### src/design/dtp_pkg.sv
// Shared constants and types for the dual 8-bit timer and PWM unit
package dtp_pkg;

  ////////////////////////////////////////////////////////////////////////////
  // Bus geometry
  localparam int ADDR_W = 18;
  localparam int DATA_W = 32;

  // Register indexes; byte address is four times the index
  localparam logic [15:0] IDX_TIMER_CONTROL     = 16'hfe18;
  localparam logic [15:0] IDX_PRESCALER_SETTING = 16'hfe19;
  localparam logic [15:0] IDX_LOW_COUNT_VALUE   = 16'hfe1a;
  localparam logic [15:0] IDX_HIGH_COUNT_VALUE  = 16'hfe1b;
  localparam logic [15:0] IDX_LOW_MATCH_RELOAD  = 16'hfe1c;
  localparam logic [15:0] IDX_HIGH_MATCH_RELOAD = 16'hfe1d;
  localparam logic [15:0] IDX_CLOCK_SOURCE      = 16'hfe1e;

  ////////////////////////////////////////////////////////////////////////////
  // Field positions in timer_control
  localparam int CTL_HIGH_RUN    = 7;
  localparam int CTL_LOW_RUN     = 6;
  localparam int CTL_CASCADE     = 5;
  localparam int CTL_PWM         = 4;
  localparam int CTL_HIGH_FLAG   = 3;
  localparam int CTL_HIGH_IRQ_EN = 2;
  localparam int CTL_LOW_FLAG    = 1;
  localparam int CTL_LOW_IRQ_EN  = 0;

  // Prescaler nibble: enable at bit 3, ratio at bits 2:0
  localparam int PRE_HIGH_LSB = 4;
  localparam int PRE_LOW_LSB  = 0;
  localparam int PRE_EN_BIT   = 3;

  // Clock source register: bit 0 selects the external event input
  localparam int SRC_EVENT_BIT = 0;

  ////////////////////////////////////////////////////////////////////////////
  // Reset values and byte constants
  localparam logic [7:0] CONTROL_RST   = 8'h00;
  localparam logic [7:0] PRESCALE_RST  = 8'h00;
  localparam logic [7:0] RELOAD_RST    = 8'h00;
  localparam logic [7:0] SOURCE_RST    = 8'h00;
  localparam logic [7:0] COUNT_RST     = 8'h00;
  localparam logic [7:0] ALL_ONES      = 8'hff;
  localparam logic [7:0] ONE           = 8'h01;

  // Operating modes: number is cascade * 2 + pwm
  typedef enum logic [1:0] {
    MODE_SPLIT_TOGGLE = 2'h0,
    MODE_DUAL_PWM     = 2'h1,
    MODE_CASCADE      = 2'h2,
    MODE_CASCADE_PWM  = 2'h3
  } dtp_mode_t;

endpackage

### src/design/dtp_timer.sv
// Dual 8-bit timer/PWM unit with an Avalon-MM register slave
//
// Functional notes
// Mode number is cascade times two plus pwm
// Low prescaler input: 2 cycles/events, PWM 1
// Event source counts events, else half-rate ticks
// Software never uses events with PWM set
// Low prescale: off=1, else 2 to 256
// High prescale uses the same encoding
// Low prescaler runs on low run bit
// High prescaler runs on high run bit
// High input: 2cyc, 1cyc, low match, PWM period
// Low counter advances per tick, matches buffer
// Low clears when stopped, on match modes 0,2
// High clears on match except in mode 1
// High counter runs, ticks, matches its buffer
// Mode 0 outputs toggle once per period
// Mode 2 high toggles every 16-bit period
// Mode 1 gives two independent 8-bit PWMs
// Mode 3 low PWM, high toggles per periods
// Output held high while byte stopped
// Output held low when reload is all ones
// One interrupt request per counter period
// Flag set at zero, cleared only by software
// Flag and enable together raise interrupt
// Match buffer tracks reload, loads at zero
// PWM output low on overflow, high on match
// Single-cycle enables, event pin synchronised
//
// Decided for this implementation: the Avalon-MM interface to the registers.
`timescale 1ns/1ns

module dtp_timer (
  // Clock and reset
  input  wire logic                        clk,
  input  wire logic                        rst,
  // Avalon-MM slave
  input  wire logic [dtp_pkg::ADDR_W-1:0]  address,
  input  wire logic                        read,
  input  wire logic                        write,
  input  wire logic [dtp_pkg::DATA_W-1:0]  writedata,
  input  wire logic [3:0]                  byteenable,
  output logic      [dtp_pkg::DATA_W-1:0]  readdata,
  output logic                             waitrequest,
  // External event pin
  input  wire logic                        eventIn,
  // Waveforms and interrupt
  output logic                             lowWaveOut,
  output logic                             highWaveOut,
  output logic                             timerIrq
);

  ////////////////////////////////////////////////////////////////////////////
  // Register bus

  logic [7:0]  timerControl;
  logic [7:0]  prescalerSetting;
  logic [7:0]  lowReload;
  logic [7:0]  highReload;
  logic [7:0]  clockSource;
  logic [15:0] cntAll;
  logic [15:0] bufAll;
  logic        wrEn;
  logic [7:0]  wd;
  logic [1:0]  zeroHit;
  logic [dtp_pkg::DATA_W-1:0] next_readdata;

  // Word decode used by both the read and the write paths
  function automatic logic hit(input logic [dtp_pkg::ADDR_W-1:0] a,
                               input logic [15:0] idx);
    hit = (a[dtp_pkg::ADDR_W-1:2] == idx);
  endfunction

  // A write lands only at the edge where waitrequest is seen low
  assign wrEn = write && !waitrequest && byteenable[0];
  assign wd   = writedata[7:0];

  // One wait state: request seen, answer on the next edge
  always_ff @(posedge clk or posedge rst) begin
    if (rst) begin
      waitrequest <= 1'b1;
    end else if ((read || write) && waitrequest) begin
      waitrequest <= 1'b0;
    end else begin
      waitrequest <= 1'b1;
    end
  end

  // Read mux; unmapped words read as zero
  always_comb begin
    next_readdata = '0;
    if (hit(address, dtp_pkg::IDX_TIMER_CONTROL)) begin
      next_readdata[7:0] = timerControl;
    end else if (hit(address, dtp_pkg::IDX_PRESCALER_SETTING)) begin
      next_readdata[7:0] = prescalerSetting;
    end else if (hit(address, dtp_pkg::IDX_LOW_COUNT_VALUE)) begin
      next_readdata[7:0] = cntAll[7:0];
    end else if (hit(address, dtp_pkg::IDX_HIGH_COUNT_VALUE)) begin
      next_readdata[7:0] = cntAll[15:8];
    end else if (hit(address, dtp_pkg::IDX_LOW_MATCH_RELOAD)) begin
      next_readdata[7:0] = lowReload;
    end else if (hit(address, dtp_pkg::IDX_HIGH_MATCH_RELOAD)) begin
      next_readdata[7:0] = highReload;
    end else if (hit(address, dtp_pkg::IDX_CLOCK_SOURCE)) begin
      next_readdata[7:0] = clockSource;
    end
  end

  // Read data captured on the request edge, stands at the answer edge
  always_ff @(posedge clk or posedge rst) begin
    if (rst) begin
      readdata <= '0;
    end else if (read && waitrequest) begin
      readdata <= next_readdata;
    end
  end

  // Control register; a hardware set wins over a software clear
  always_ff @(posedge clk or posedge rst) begin
    if (rst) begin
      timerControl <= dtp_pkg::CONTROL_RST;
    end else begin
      if (wrEn && hit(address, dtp_pkg::IDX_TIMER_CONTROL)) begin
        timerControl <= wd;
      end
      if (zeroHit[1]) begin
        timerControl[dtp_pkg::CTL_HIGH_FLAG] <= 1'b1;
      end
      if (zeroHit[0]) begin
        timerControl[dtp_pkg::CTL_LOW_FLAG] <= 1'b1;
      end
    end
  end

  // Plain software-owned registers
  always_ff @(posedge clk or posedge rst) begin
    if (rst) begin
      prescalerSetting <= dtp_pkg::PRESCALE_RST;
      lowReload        <= dtp_pkg::RELOAD_RST;
      highReload       <= dtp_pkg::RELOAD_RST;
      clockSource      <= dtp_pkg::SOURCE_RST;
    end else if (wrEn) begin
      if (hit(address, dtp_pkg::IDX_PRESCALER_SETTING)) begin
        prescalerSetting <= wd;
      end
      if (hit(address, dtp_pkg::IDX_LOW_MATCH_RELOAD)) begin
        lowReload <= wd;
      end
      if (hit(address, dtp_pkg::IDX_HIGH_MATCH_RELOAD)) begin
        highReload <= wd;
      end
      if (hit(address, dtp_pkg::IDX_CLOCK_SOURCE)) begin
        clockSource <= wd;
      end
    end
  end

  ////////////////////////////////////////////////////////////////////////////
  // Mode and tick sources

  dtp_pkg::dtp_mode_t mode;
  logic       pwmSel;
  logic       eventSel;
  logic       halfTick;
  logic       evSync1;
  logic       evSync2;
  logic       evPrev;
  logic       eventEdge;
  logic [1:0] run;
  logic [1:0] preIn;
  logic [1:0] preTick;
  logic [1:0] match;
  logic [1:0] wrap;
  logic [1:0] clrOnMatch;
  logic [1:0] pwmOut;
  logic [7:0] reloadOf [2];
  logic [3:0] preOf [2];
  logic [1:0] waveAll;

  assign mode = dtp_pkg::dtp_mode_t'({timerControl[dtp_pkg::CTL_CASCADE],
                                      timerControl[dtp_pkg::CTL_PWM]});
  assign pwmSel   = timerControl[dtp_pkg::CTL_PWM];
  assign eventSel = clockSource[dtp_pkg::SRC_EVENT_BIT];
  assign run      = {timerControl[dtp_pkg::CTL_HIGH_RUN],
                     timerControl[dtp_pkg::CTL_LOW_RUN]};
  assign reloadOf[0] = lowReload;
  assign reloadOf[1] = highReload;
  assign preOf[0] = prescalerSetting[dtp_pkg::PRE_LOW_LSB +: 4];
  assign preOf[1] = prescalerSetting[dtp_pkg::PRE_HIGH_LSB +: 4];

  // Free-running half-rate enable, one cycle high of every two
  always_ff @(posedge clk or posedge rst) begin
    if (rst) begin
      halfTick <= 1'b0;
    end else begin
      halfTick <= !halfTick;
    end
  end

  // Event pin: two-stage synchroniser, then rising-edge detect
  always_ff @(posedge clk or posedge rst) begin
    if (rst) begin
      evSync1 <= 1'b0;
      evSync2 <= 1'b0;
      evPrev  <= 1'b0;
    end else begin
      evSync1 <= eventIn;
      evSync2 <= evSync1;
      evPrev  <= evSync2;
    end
  end
  assign eventEdge = evSync2 && !evPrev;

  // Low input: PWM ignores the event source, which is misuse anyway
  assign preIn[0] = pwmSel ? 1'b1
                  : (eventSel ? eventEdge : halfTick);

  // High input depends on the mode; one driver style for both bits
  assign preIn[1] = (mode == dtp_pkg::MODE_SPLIT_TOGGLE) ? halfTick
                  : (mode == dtp_pkg::MODE_DUAL_PWM) ? 1'b1
                  : (mode == dtp_pkg::MODE_CASCADE) ? match[0]
                  : wrap[0];

  // Only mode 1 lets the high byte free-run; low clears only without PWM
  assign clrOnMatch[0] = !pwmSel;
  assign clrOnMatch[1] = (mode != dtp_pkg::MODE_DUAL_PWM);
  assign pwmOut[0]     = pwmSel;
  assign pwmOut[1]     = (mode == dtp_pkg::MODE_DUAL_PWM);

  // Prescaler terminal count: off gives 1, else 2 to 256
  function automatic logic [7:0] preTerm(input logic [3:0] s);
    logic [8:0] ratio;
    ratio = 9'h002 << s[2:0];
    preTerm = s[dtp_pkg::PRE_EN_BIT] ? 8'(ratio - 9'h001) : 8'h00;
  endfunction

  ////////////////////////////////////////////////////////////////////////////
  // Per-byte prescaler, counter, match buffer and waveform

  for (genvar i = 0; i < 2; i++) begin : g_byte
    logic [7:0] preCnt;
    logic [3:0] preAct;
    logic [7:0] cnt;
    logic [7:0] matchBuf;
    logic       wave;

    assign preTick[i] = run[i] && preIn[i]
                     && (preCnt == preTerm(preAct));
    assign match[i]   = preTick[i] && (cnt == matchBuf);
    assign wrap[i]    = preTick[i] && (cnt == dtp_pkg::ALL_ONES);
    assign zeroHit[i] = wrap[i] || (match[i] && clrOnMatch[i]);
    assign cntAll[8*i +: 8] = cnt;
    assign bufAll[8*i +: 8] = matchBuf;
    assign waveAll[i] = wave;

    // Prescaler cleared when stopped or when its counter resets
    always_ff @(posedge clk or posedge rst) begin
      if (rst) begin
        preCnt <= dtp_pkg::COUNT_RST;
      end else if (!run[i] || zeroHit[i]) begin
        preCnt <= dtp_pkg::COUNT_RST;
      end else if (preIn[i]) begin
        preCnt <= (preCnt == preTerm(preAct)) ? dtp_pkg::COUNT_RST
                : preCnt + dtp_pkg::ONE;
      end
    end

    // Ratio change takes effect with the match buffer reload
    always_ff @(posedge clk or posedge rst) begin
      if (rst) begin
        preAct <= dtp_pkg::PRESCALE_RST[3:0];
      end else if (!run[i] || zeroHit[i]) begin
        preAct <= preOf[i];
      end
    end

    // Counter: zero while stopped, clear on match where the mode says
    always_ff @(posedge clk or posedge rst) begin
      if (rst) begin
        cnt <= dtp_pkg::COUNT_RST;
      end else if (!run[i]) begin
        cnt <= dtp_pkg::COUNT_RST;
      end else if (match[i] && clrOnMatch[i]) begin
        cnt <= dtp_pkg::COUNT_RST;
      end else if (preTick[i]) begin
        cnt <= cnt + dtp_pkg::ONE;
      end
    end

    // Match buffer follows reload when stopped, reloads at zero
    always_ff @(posedge clk or posedge rst) begin
      if (rst) begin
        matchBuf <= dtp_pkg::RELOAD_RST;
      end else if (!run[i] || zeroHit[i]) begin
        matchBuf <= reloadOf[i];
      end
    end

    // Waveform: stop high, all-ones reload low, then PWM or toggle
    always_ff @(posedge clk or posedge rst) begin
      if (rst) begin
        wave <= 1'b1;
      end else if (!run[i]) begin
        wave <= 1'b1;
      end else if (reloadOf[i] == dtp_pkg::ALL_ONES) begin
        wave <= 1'b0;
      end else if (pwmOut[i]) begin
        if (match[i]) begin
          wave <= 1'b1;
        end else if (wrap[i]) begin
          wave <= 1'b0;
        end
      end else if (match[i]) begin
        wave <= !wave;
      end
    end
  end

  assign lowWaveOut  = waveAll[0];
  assign highWaveOut = waveAll[1];

  // Shared interrupt line, registered
  always_ff @(posedge clk or posedge rst) begin
    if (rst) begin
      timerIrq <= 1'b0;
    end else begin
      timerIrq <= (timerControl[dtp_pkg::CTL_LOW_FLAG]
                   && timerControl[dtp_pkg::CTL_LOW_IRQ_EN])
               || (timerControl[dtp_pkg::CTL_HIGH_FLAG]
                   && timerControl[dtp_pkg::CTL_HIGH_IRQ_EN]);
    end
  end
endmodule

### config.mk
export PLATFORM = sky130hd
export DESIGN_NAME = dtp_timer
export DESIGN_NICKNAME = d
export VERILOG_FILES = /design/src/design/dtp_pkg.sv /design/src/design/dtp_timer.sv
export SDC_FILE = /design/constraint.sdc
export NUM_CORES = 1
export LEC_CHECK = 0
export ABC_AREA = 1
export ABC_CLOCK_PERIOD_IN_PS = 11000
export BUFFER_PORTS_ARGS = -buffer_cell sky130_fd_sc_hd__buf_2
export CAP_MARGIN = 10
export CORE_UTILIZATION = 35
export DETAILED_ROUTE_END_ITERATION = 8
export SETUP_SLACK_MARGIN = 0.05
export SYNTH_ARGS = -nofsm -noshare
export SYNTH_HDL_FRONTEND = slang
export SYNTH_SLANG_ARGS = --single-unit
### constraint.sdc
create_clock -name clk -period 11 [get_ports clk]
set_input_delay 3.3 -clock clk [delete_from_list [all_inputs] [get_ports clk]]
set_output_delay 3.3 -clock clk [all_outputs]
set_load 0.005 [all_outputs]
# [After elaboration in Yosys (flattened, before gate mapping)]
# Cells that the tools add are included.
[totals] reg_bits=112 inputBits=59 output_inout_bits=36 wordCells=141
[classes] addsub=6 eq_ne=24 shifts=2 muxes=42 n_reduce_logical=43
[ops] op="$mux 8" n=21
[ops] op="$eq 16x16->1 const B" n=7
[ops] op="$add 8x1->8 const B" n=4
[ops] op="$eq 8x8->1" n=4
[ops] op="$eq 8x8->1 const B" n=4
[ops] op="$mux 1" n=20
[ops] op="$logic_and 1x1->1" n=18
[ops] op="$shl 2x3->8 const A" n=2
[ops] op="$sub 8x1->8 const B" n=2
[ops] op="$ne 4x1->1 const B" n=3
[ops] op="$reduce_and 2->1" n=6
[ops] op="$logic_not 1->1" n=8
[ops] op="$reduce_bool 2->1" n=4
[ops] op="$logic_or 1x1->1" n=6
[ops] op="$ne 3x1->1 const B" n=2
[ops] op="$mux 4" n=1
[ops] op="$ne 4x2->1 const B" n=1
[ops] op="$eq 2x1->1 const B" n=1
[ops] op="$eq 2x2->1 const B" n=1
[ops] op="$logic_not 2->1" n=1
[ops] op="$ne 2x1->1 const B" n=1

# [Logic depth before layout (Yosys ltp)]
# Gate-level depths: netlist of run 1.
[logic_depth] ltp_word=18 ltp_mapped=21 depth_no_buf=20

# [Worst setup path before layout of run 1]
# No wires, ideal clock.
[synth_path] kind="input to register" startpoint="input port address[11] in the netlist's numbering" endpoint="register readdata[2] in the netlist's numbering" arrival_time_ns=4.811 slack_ns=6.123 cell_stages=10 path_buffers=0 path_cell_list="inv_1 > nor4_4 > inv_1 > nor3_1 > a21oi_1 > o21ai_0 > a21oi_1 > o21ai_0 > nand2_1 > nand2_1"
[synth_between] elab_chain_cells=8 elab_cells_between_ends=14 classes_between="eq/ne: 7; mux: 7"
[synth_lines] item="from (decl)" line="dtp_timer.sv:38" source="input wire logic [dtp_pkg::ADDR_W-1:0] address,"
[synth_lines] item="$eq 16x16->1" line="dtp_timer.sv:71" source="hit = (a[dtp_pkg::ADDR_W-1:2] == idx);"
[synth_lines] item="$mux 8" line="dtp_timer.sv:104" source="end else if (hit(address, dtp_pkg::IDX_CLOCK_SOURCE)) begin"
[synth_lines] item="$mux 8" line="dtp_timer.sv:102" source="end else if (hit(address, dtp_pkg::IDX_HIGH_MATCH_RELOAD)) begin"
[synth_lines] item="$mux 8" line="dtp_timer.sv:100" source="end else if (hit(address, dtp_pkg::IDX_LOW_MATCH_RELOAD)) begin"
[synth_lines] item="$mux 8" line="dtp_timer.sv:98" source="end else if (hit(address, dtp_pkg::IDX_HIGH_COUNT_VALUE)) begin"
[synth_lines] item="$mux 8" line="dtp_timer.sv:96" source="end else if (hit(address, dtp_pkg::IDX_LOW_COUNT_VALUE)) begin"
[synth_lines] item="$mux 8" line="dtp_timer.sv:94" source="end else if (hit(address, dtp_pkg::IDX_PRESCALER_SETTING)) begin"
[synth_lines] item="$mux 8 (*)" line="dtp_timer.sv:92" source="if (hit(address, dtp_pkg::IDX_TIMER_CONTROL)) begin"
[synth_lines] item="to (signal assigned)" line="dtp_timer.sv:114" source="readdata <= next_readdata;"
[synth_lines] item="to (decl)" line="dtp_timer.sv:43" source="output logic [dtp_pkg::DATA_W-1:0] readdata,"
# Every way passes the cells marked *; elsewhere a longest branch is shown, timed or not.
# A chain may end at the register's enable or synchronous reset.

# [Worst setup path in the final report of run 1]
[layout_path] startpoint="input port address[11] in the netlist's numbering" endpoint="register readdata[4] in the netlist's numbering"
# Same word-level chain as after synthesis.

==> results of run 1 <==
## synth_stat cells, drive strengths merged
master / count / area, um2
a21boi: 1 / 7.51
a211oi: 2 / 15.0
o211ai: 9 / 67.6
a21oi: 30 / 161
dfstp: 3 / 78.8
dfrtp: 109 / 2730
inv: 92 / 345
ha: 6 / 75.1
o2111ai: 1 / 8.76
xor2: 15 / 131
conb: 1 / 3.75
clkinv: 1 / 3.75
buf: 30 / 224
nand3: 61 / 328
xnor2: 14 / 123
o21bai: 1 / 7.51
clkbuf: 8 / 30.0
nand2: 212 / 801
nor3b: 1 / 7.51
or2: 2 / 12.5
o31ai: 3 / 22.5
nor3: 18 / 90.1
o21ai: 84 / 420
a31oi: 1 / 6.26
nor4: 7 / 73.8
nor2: 63 / 269
nand4: 22 / 144
## how the worst max path moves through the flow
stage                           start             end  cells after the start
after global routing      address[11]     readdata[3]                     11
final                     address[11]     readdata[4]                     11
after detailed placement  address[11]     readdata[4]                     11
after CTS                 address[11]     readdata[4]                     11
after floorplan                   rst  clockSource[0]                      1
after global placement    address[11]     readdata[4]                     11
## layer usage
layer	GRT usage	vias to the layer above	routed length (um)
met5	0	-	0
met4	0.0737	0	423
met3	0.0259	27	506
met2	0.275	127	6870
met1	0.238	2391	7110
li1	-	2641	-
## layout make-up
cell class                 count  share of cell area
multi-input combinational    577               0.419
sequential                   112               0.411
inverter                      93              0.0515
tap                          225              0.0412
clock buffer                   9              0.0330
timing repair buffer          42              0.0312
clock inverter                 7              0.0126
## cell usage in the layout, fill, tap and decap left out, drive strengths merged, types with 6 or more instances in the layout
cell      n
a21oi    30
buf      42
clkbuf    9
conb     24
dfrtp   109
ha        6
inv      96
nand2   212
nand3    61
nand4    22
nor2     63
nor3     18
nor4      7
o211ai    9
o21ai    84
xnor2    14
xor2     15
## registers in the layout, summed over array words and instances, names as in the netlist
register / cells
clockSource: 8
g_byte.cnt: 16
highReload: 8
waitrequest: 1
evSync1: 1
prescalerSetting: 8
highWaveOut: 1
lowWaveOut: 1
g_byte.preCnt: 16
lowReload: 8
g_byte.preAct: 8
timerControl: 8
timerIrq: 1
halfTick: 1
readdata: 8
g_byte.matchBuf: 16
evSync2: 1
evPrev: 1
## cell families after synthesis
logic type,Yosys count,share of synthesized area
DFF,112,0.454
xor gates and xnor gates,29,0.0411
AOI/OAI and AO/OA,132,0.116
other,1,0.000606
and+or+nand+nor,386,0.279
buffers and inverters,131,0.0975
adders and majority gates,6,0.0121
## metrics by stage
stage / cells / power (uW) / utilization
5_1_grt: 1065 / 811 / 0.395
3_5_place_dp: 1049 / 446 / 0.377
4_1_cts: 1065 / 792 / 0.395
6_report: 1065 / 782 / 0.395
2_1_floorplan: 820 / 440 / -
3_3_place_gp: 1049 / 446 / 0.377
## worst register-to-register path, cell delays in order, from the launching register on
cell and delay, ps:
dfrtp_1 480, nor2_2 170, nand2_1 110, ha_1 300, nand4_1 120, nand2_1 60, inv_2 70, nand2_1 40
nand2_1 50, nand2_1 100, nor2_4 170, nand3_4 130, nor2_4 130, nand3_2 160, a21oi_4 280, nand4_2 390
nand3_2 450, nand2_1 100, nand2_1 70
## power by group
group	internal [uW]	switching, uW	total, uW
combinational	5.37	18.6	23.9
clock	182	163	345
sequential	413	0.522	413
total	600	182	782
==> impl_results.md, run 1 <==
* Grt total ovfl at 0
* Place WS at 5090 ps
* Final TNS setup at 0 ps
* Vias in the first global route at approximately 4800
* PD cells at 115 mW/mm2
* Slew Viols, Final at 0
* Worst path required time at 11310 ps
* Outcome: complete, no violations
* Residual DRC at 0
* Final Setup Violations at 0
* RSZ-0062 raised after global routing: no
* Fraction of layout instances using a drive strength above 1 at 0.102
* Post-route cell area at 0.00683 mm2
* Hold Path Class: register to register
* Hold_sp: evSync1
* Synthesized instance count at 797
* Via/cell ratio at roughly 4.9
* Fillers at about 1800
* Num rows at 48
* Min-Delay Endpoint: evSync2
* Critical path endpoint category: register
* Port Buffers at between 40 and 50
* Worst r2r src: g_byte[0].preAct[1]
* Cts hold-fix bufs at 0
* Startpoint types: input port
* Cts repair resizes at 0
* Slew HR at 0.373
* CP cell instances: buf_2 > inv_1 > nor4_4 > inv_1 > nor3_1 > a21oi_1 > o21ai_0 > a21oi_1 > o21ai_0 > nand2_1 > nand2_1
* Depth of the CTS H-tree at 3
* Die Span Y at ~130 um
* Detail Route Antenna Nets at 0
* Die area at 0.0182 mm2
* Clock slew at reported path FFs at 80 ps
* Die Wd at 135 um
* Antenna Cells at 0
* Worst skew pair latency at between 300 and 400 ps
* Worst Path Max Fanout at 18
* Worst-margin pin slew at 933 ps
* Slowest stage cell, crit path: nor3_1
* WHS Path Cells at 0
* Critical Path Max Stage Delay at 760 ps
* Maximum clock path buffer count at 2
* Routability cong. at 0.869
* Core Area at about 0.017 mm2
* Crit path DAT at 5890 ps
* First-pass GRT wire length at 24400 um
* Synth-to-Final Area Change at 10.4%
* Initial Utilization at 0.358
* Reg-to-reg endpoint: g_byte[1].preAct[3]
* CP Buf/Inv Count at 3
* Hold slack at 355 ps
* Nets at 900
* Largest net degree at the start of global routing at 66
* WL/cell at between 10 and 15 um
* Clock sinks at 112
* Yosys cell types at 39
* CTS tree: done
* Setup slack after layout at 5410 ps
* Max_cap viols at 0
* Reg2Reg Depth at 18
* Register Area at between 0.002 and 0.003 mm2
* Final period util at 0.508
* Inserted Clock Buffers at 9
* Minimum clock period after layout at between 5000 and 6000 ps
* Yosys reg bits at 112
* Placed cell areas at 0.00651 mm2
* Lkg Pwr at 0.00312 uW
* Ys Warns at 0
* Clock skew at 10.0 ps
* Via count at 5186
* Mapped Area at about 0.0062 mm2
* Starting DRT DRC Count at 335
* Gr usage total at 0.174
* Seq/Total Area, Yosys at 0.454
* HPWL after DPL at ~11000 um
* Max IR drop VDD at approximately 0.066 mV
* R2r setup slk at 7560 ps
* Final wirelength at 14900 um
* Post-CTS Setup Inserts at 0
* Worst setup path category: input port to register
* I/O pin total at between 90 and 100
* Multi-input gate area at 0.00286 mm2
* Crit-path leading delay family: simple AND/OR/NAND/NOR gates
* Syn Area/Cell at 7.76 um2
* Initial antenna violation count at 0
* Root Driver: clkbuf_16
* Final hold viol count at 0
* Fmax at 179 MHz
* TritonRoute pass-1 iters at 8
Note: power is estimated with default switching activity, not from simulation.
==> run 2, diff against run 1 <==
Settings changed: ABC_CLOCK_PERIOD_IN_PS 11000 to 4700.
Clock period 11 ns to 4.7 ns, I/O delays scaled along.
==> run 2 against run 1 <==
Die area did not move. Clock-buffer cell count rose by 1. First-iteration DRC count fell by 21%. Final cell count rose by 0.19%. Routed wire length fell by 0.93%. Critical path type is now register to register. Combinational power rose by 130%.
==> impl_results.md, run 2 (synthesis gave the netlist of run 1 again) <==
* Final wirelength at 14800 um (-0.93%)
* Fmax at 291 MHz
* I/O pin total at 95 (unchanged)
* Critical Path Sink: g_byte[1].preAct[1]
* Commonest non-fill, non-tap cells in the layout: nand2_1 (210), dfrtp_1 (109), inv_1 (85)
* Crit path DAT at 3730 ps (-2160 ps)
* Cts repair resizes at 0 (unchanged)
* Pwr Total at 1770 uW (+130%)
* Gr usage total at 0.173 (-0.00134)
* RSZ-0062 raised after global routing: no
* Routability cong. at 0.837 (-3.6%)
* WL/cell at 13.8 um (-1.1%)
* Startpoint types: register
* HPWL after DPL at 11100 um (-0.21%)
* Critical Path Max Stage Delay at 480 ps (-280 ps)
* Largest net degree at the start of global routing at 58 (-12%)
* Initial Utilization at 0.358 (unchanged)
* Lkg Pwr at 0.00312 uW (about the same)
* Fraction of layout instances using a drive strength above 1 at 0.105 (+0.00213)
* Regs by FF count: g_byte.cnt x16, g_byte.matchBuf x16, g_byte.preCnt x16
* Detail Route Antenna Nets at 0 (unchanged)
* TritonRoute pass-1 iters at 7 (-1)
* Final hold viol count at 0 (unchanged)
* Final period util at 0.731
* Depth of the CTS H-tree at 3 (unchanged)
* Residual DRC at 0 (unchanged)
* First-pass GRT wire length at 24400 um (about the same)
* Slew HR at 0.367 (-0.00582)
* PD cells at 260 mW/mm2 (+130%)
* Non-filler cells in the finished layout at 1067 (+0.19%)
* Hold slack at 349 ps (-5.38 ps)
* Outcome: complete, no violations
* Port Buffers at 41 (unchanged)
* Worst Path Max Fanout at 15 (-3)
* Commonest non-fill, non-tap cell in the layout: nand2_1
* Die Wd at 135 um (unchanged)
* Crit-path leading delay family: simple AND/OR/NAND/NOR gates
* Slowest stage cell, crit path: dfrtp_1
* Hold Path Class: register to register
* CP cell instances: nor2_2 > nand2_1 > ha_1 > nand4_1 > nand2_1 > inv_2 > nand2_1 > nand2_1 > nand2_1 > nor2_4 > nand3_4 > nor2_4 > nand3_2 > a21oi_4 > nand4_2 > nand3_2 > nand2_1 > nand2_1
* # placed instances at 1051 (+0.19%)
* Crit. path cell count at 18 (+7)
* Worst path required time at 4990 ps (-6320 ps)
* Hold_sp: evSync1
* Starting DRT DRC Count at 265 (-21%)
* Die Span Y at 135 um (unchanged)
* Die area at 0.0182 mm2 (unchanged)
* Max IR drop VDD at 0.170 mV (+160%)
* Clock slew at reported path FFs at 70 ps (about the same)
* Num rows at 48 (unchanged)
* CP Launch Point: g_byte[0].preAct[1]
* Cts hold-fix bufs at 0 (unchanged)
* Synth-to-Final Area Change at 10.1%
* Reg2Reg Depth at 18 (unchanged)
* Clock skew at 11.0 ps (+0.978 ps)
* Nets at 902 (+0.22%)
* Slew Viols, Final at 0 (unchanged)
* Grt total ovfl at 0 (unchanged)
* Vias in the first global route at 4680 (-1.6%)
* Final Setup Violations at 0 (unchanged)
* Worst r2r src: g_byte[0].preAct[1]
* Max_cap viols at 0 (unchanged)
* Minimum clock period after layout at 3440 ps
* CTS tree: done
* Worst setup path category: register to register
* Worst skew pair latency at 360 ps (about the same)
* Initial antenna violation count at 0 (unchanged)
* Core Area at 0.0173 mm2 (unchanged)
* R2r setup slk at 1260 ps (-6300 ps)
* Via/cell ratio at 4.86 (-0.15%)
* Clock sinks at 112 (unchanged)
* Final TNS setup at 0 ps (unchanged)
* Critical path endpoint category: register
* Post-CTS Setup Inserts at 0 (unchanged)
* Root Driver: clkbuf_16
* Reg-to-reg endpoint: g_byte[1].preAct[1]
* Via count at 5188 (+0.039%)
* Inserted Clock Buffers at 9 (unchanged)
* Maximum clock path buffer count at 2 (unchanged)
* Antenna Cells at 0 (unchanged)
* Worst-margin pin slew at 942 ps (+8.66 ps)
* CP Buf/Inv Count at 1 (-2)
* CP most frequent cell: nand2_1
* Core Util, Final at 0.394 (-0.000868)
run 2: cell count changes in the layout (fill, tap and decap cells not counted), sizes merged:
cell	delta
bufinv	-1
buf	+2
inv	-3
clkbuf	+1
clkinv	+3
run 2: stage by stage:
| stage | cell area (um2) | setup slack, ps |
|---|---|---|
| final | 6810 | 1260 |
| after global routing | 6810 | 918 |
| after CTS | 6810 | 1250 |
| after detailed placement | 6530 | 1120 |
| after global placement | 6530 | 1110 |
| after floorplan | 6270 | 336 |
run 2: worst min-delay path by stage:
stage,end,slack (ps),cells past startpoint
after global placement,evSync2,330,0
after CTS,evSync2,350,0
after detailed placement,evSync2,340,0
after floorplan,evSync2,330,0
final,evSync2,350,0
after global routing,evSync2,360,0
run 2: routing by layer:
| metal | routed length (um) | up-vias | global-route usage | part of all wire |
|---|---|---|---|---|
| met5 | 0 | - | 0 | 0 |
| met4 | 293 | 0 | 0.0718 | 0.020 |
| met3 | 553 | 18 | 0.0195 | 0.037 |
| met2 | 6800 | 124 | 0.269 | 0.46 |
| met1 | 7120 | 2406 | 0.243 | 0.48 |
| li1 | - | 2640 | - | - |
run 2: worst reg2reg max path, cell delays in order, from the launching register on:
cell and delay, ps:
dfrtp_1 480, nor2_2 170, nand2_1 120, ha_1 310, nand4_1 120, nand2_1 60, inv_2 70, nand2_1 40
nand2_1 50, nand2_1 100, nor2_4 170, nand3_4 130, nor2_4 130, nand3_2 150, a21oi_4 290, nand4_2 390
nand3_2 440, nand2_1 100, nand2_1 70
run 2: cell type report:
cell class / count / area, um2
flip-flops and latches: 112 / 2810
fillers: 1840 / 10500
multi-input cells: 577 / 2860
well taps: 225 / 282
repair buffers: 44 / 228
inverters: 93 / 352
clock inverters: 6 / 42.5
clock buffers: 10 / 239
run 2: report_power, final:
| group | total [uW] | internal (uW) | switching, uW |
|---|---|---|---|
| Combinational | 56.1 | 13.1 | 42.9 |
| Sequential | 967 | 966 | 1.30 |
| Clock | 746 | 377 | 370 |
| Total | 1770 | 1360 | 414 |
==> run 3, diff against run 2 <==
Settings changed: ABC_CLOCK_PERIOD_IN_PS 4700 to 3500.
Clock period 4.7 ns to 3.5 ns, I/O delays scaled along.
==> run 3 against run 2 <==
Via count is 0.87% higher. First-iteration DRC count is 28% higher. Hold slack better by 4.9 ps. Sequential power is 34% higher. Critical endpoint is now g_byte[1].cnt[5]. Highest routed layer unchanged. Clock-buffer cell count stayed put. Clock power is 37% higher. Routed wire length is 1.5% higher. Worst setup slack worse by 840 ps. Register-to-register slack worse by 840 ps.
==> impl_results.md, run 3 (synthesis gave the netlist of run 1 again) <==
* Outcome: complete, no violations
* Regs by FF count: g_byte.cnt x16, g_byte.matchBuf x16, g_byte.preCnt x16
* Worst-margin pin slew at 691 ps (-251 ps)
* Residual DRC at 0 (unchanged)
* Num rows at 48 (unchanged)
* Synth-to-Final Area Change at 11.5%
* First-pass GRT wire length at 24300 um (-0.23%)
* Hold Path Class: register to register
* Fillers at 1826 (-0.76%)
* HPWL after DPL at 11200 um (+0.91%)
* Clock slew at reported path FFs at 80 ps (about the same)
* Register share of total power at 0.541 (-0.006)
* P_sw at 571 uW (+38%)
* Lkg Pwr at 0.00316 uW (+1.3%)
* Critical path endpoint category: register
* # placed instances at 1059 (+0.76%)
* Slew Viols, Final at 0 (unchanged)
* Final hold viol count at 0 (unchanged)
* Worst path required time at 3740 ps (-1250 ps)
* Post-CTS Setup Inserts at 0 (unchanged)
* Startpoint types: register
* Initial antenna violation count at 0 (unchanged)
* Largest net degree at the start of global routing at 60 (+3.4%)
* Final TNS setup at 0 ps (unchanged)
* Routability cong. at 0.855 (+2.1%)
* Clock sinks at 112 (unchanged)
* Commonest non-fill, non-tap cells in the layout: nand2_1 (210), dfrtp_1 (109), inv_1 (85)
* Die area at 0.0182 mm2 (unchanged)
* Worst Path Max Fanout at 8 (-7)
* Depth of the CTS H-tree at 3 (unchanged)
* Fmax at 325 MHz (+12%)
* Nets at 910 (+0.89%)
* Hold slack at 354 ps (+4.92 ps)
* CP Buf/Inv Count at 1 (unchanged)
* Final period util at 0.878 (+0.147)
* Non-filler cells in the finished layout at 1075 (+0.75%)
* Final wirelength at 15000 um (+1.5%)
* Slew HR at 0.535 (+0.168)
* Worst skew pair latency at 360 ps (about the same)
* Die Wd at 135 um (unchanged)
* PD cells at 348 mW/mm2 (+34%)
* Slowest stage cell, crit path: dfrtp_1
* Antenna Cells at 0 (unchanged)
* Core Util, Final at 0.399 (+0.00477)
* Multi-input gate area at 0.00286 mm2 (unchanged)
* Fraction of layout instances using a drive strength above 1 at 0.113 (+0.00843)
* Critical Path Max Stage Delay at 490 ps (about the same)
* Worst r2r src: g_byte[0].preAct[1]
* Register Area at 0.00281 mm2 (unchanged)
* WHS Path Cells at 0 (unchanged)
* Maximum clock path buffer count at 2 (unchanged)
* Gr usage total at 0.173 (about the same)
* Initial Utilization at 0.358 (unchanged)
* Minimum clock period after layout at 3070 ps (-362 ps)
* Reg-to-reg endpoint: g_byte[1].cnt[5]
* Pwr Total at 2400 uW (+36%)
* Crit-path leading delay family: simple AND/OR/NAND/NOR gates
* Reg2Reg Depth at 17 (-1)
* Detail Route Antenna Nets at 0 (unchanged)
* Cell Int Power at 1830 uW (+35%)
* WL/cell at 14.0 um (+0.77%)
* Cts hold-fix bufs at 0 (unchanged)
* CP cell instances: nor2_2 > nand2_1 > ha_1 > o21ai_0 > nand2_1 > nor2_1 > nand3_1 > nor2_4 > nand4_1 > nor2_2 > nor2_2 > nand2_1 > nand4_1 > nor2_1 > nor2_2 > inv_1 > nor2_1
* Die Span Y at 135 um (unchanged)
* TritonRoute pass-1 iters at 5 (-2)
* Via count at 5233 (+0.87%)
* I/O pin total at 95 (unchanged)
* Combinational power share at 0.033 (about the same)
* Worst setup path category: register to register
* Final Setup Violations at 0 (unchanged)
* Grt total ovfl at 0 (unchanged)
* Max_cap viols at 0 (unchanged)
* Power share of the clock group at 0.426 (+0.004)
* Vias in the first global route at 4811 (+2.8%)
* Min-Delay Endpoint: evSync2
* R2r setup slk at 430 ps (-840 ps)
* Cts repair resizes at 0 (unchanged)
* Root Driver: clkbuf_16
* CP Launch Point: g_byte[0].preAct[1]
* Commonest non-fill, non-tap cell in the layout: nand2_1
* Max IR drop VDD at 0.251 mV (+48%)
* CP most frequent cell: nor2_2
* CTS tree: done
* Via/cell ratio at 4.87 (+0.12%)
* Sw Share at 0.238 (+0.00408)
* Port Buffers at 41 (unchanged)
* Core Area at 0.0173 mm2 (unchanged)
* Starting DRT DRC Count at 338 (+28%)
* Hold_sp: evSync1
* Clock skew at 12.9 ps (+1.92 ps)
* Crit. path cell count at 17 (-1)
* Crit path DAT at 3310 ps (-420 ps)
* Inserted Clock Buffers at 9 (unchanged)
* RSZ-0062 raised after global routing: no
## run 3: per-stage QoR
stage / cell area (um2) / worst slack [ps]
floorplan: 6270 / 831
global placement: 6600 / 370
detailed placement: 6600 / 343
CTS: 6890 / 405
global route: 6890 / 60.4
finish: 6890 / 426
## run 3: cell type report
cell class,instances,share of cell area
multi-input combinational,577,0.415
inverter,93,0.0512
sequential,112,0.407
clock inverter,6,0.00744
clock buffer,10,0.0347
timing repair buffer,52,0.0436
tap,225,0.0408
## run 3: how the worst max path moves through the flow
| stage | endpoint |
|---|---|
| floorplan | g_byte[1].preAct[1] |
| global placement | readdata[4] |
| detailed placement | readdata[4] |
| CTS | g_byte[1].cnt[5] |
| global route | g_byte[1].cnt[7] |
| finish | g_byte[1].cnt[5] |
## run 3: power groups by stage
| stage | combinational (uW) | clock [uW] | sequential, uW |
|---|---|---|---|
| detailed placement | 81.0 | 0 | 1320 |
| global placement | 80.3 | 0 | 1320 |
| global route | 91.6 | 1090 | 1300 |
| floorplan | 60.1 | 0 | 1320 |
| CTS | 81.1 | 1040 | 1300 |
| finish | 78.8 | 1020 | 1300 |
## run 3: layer usage
metal	vias up	share of wire	GRT usage
met5	-	0	0
met4	0	0.029	0.0836
met3	24	0.026	0.0210
met2	109	0.46	0.277
met1	2444	0.48	0.231
li1	2656	-	-
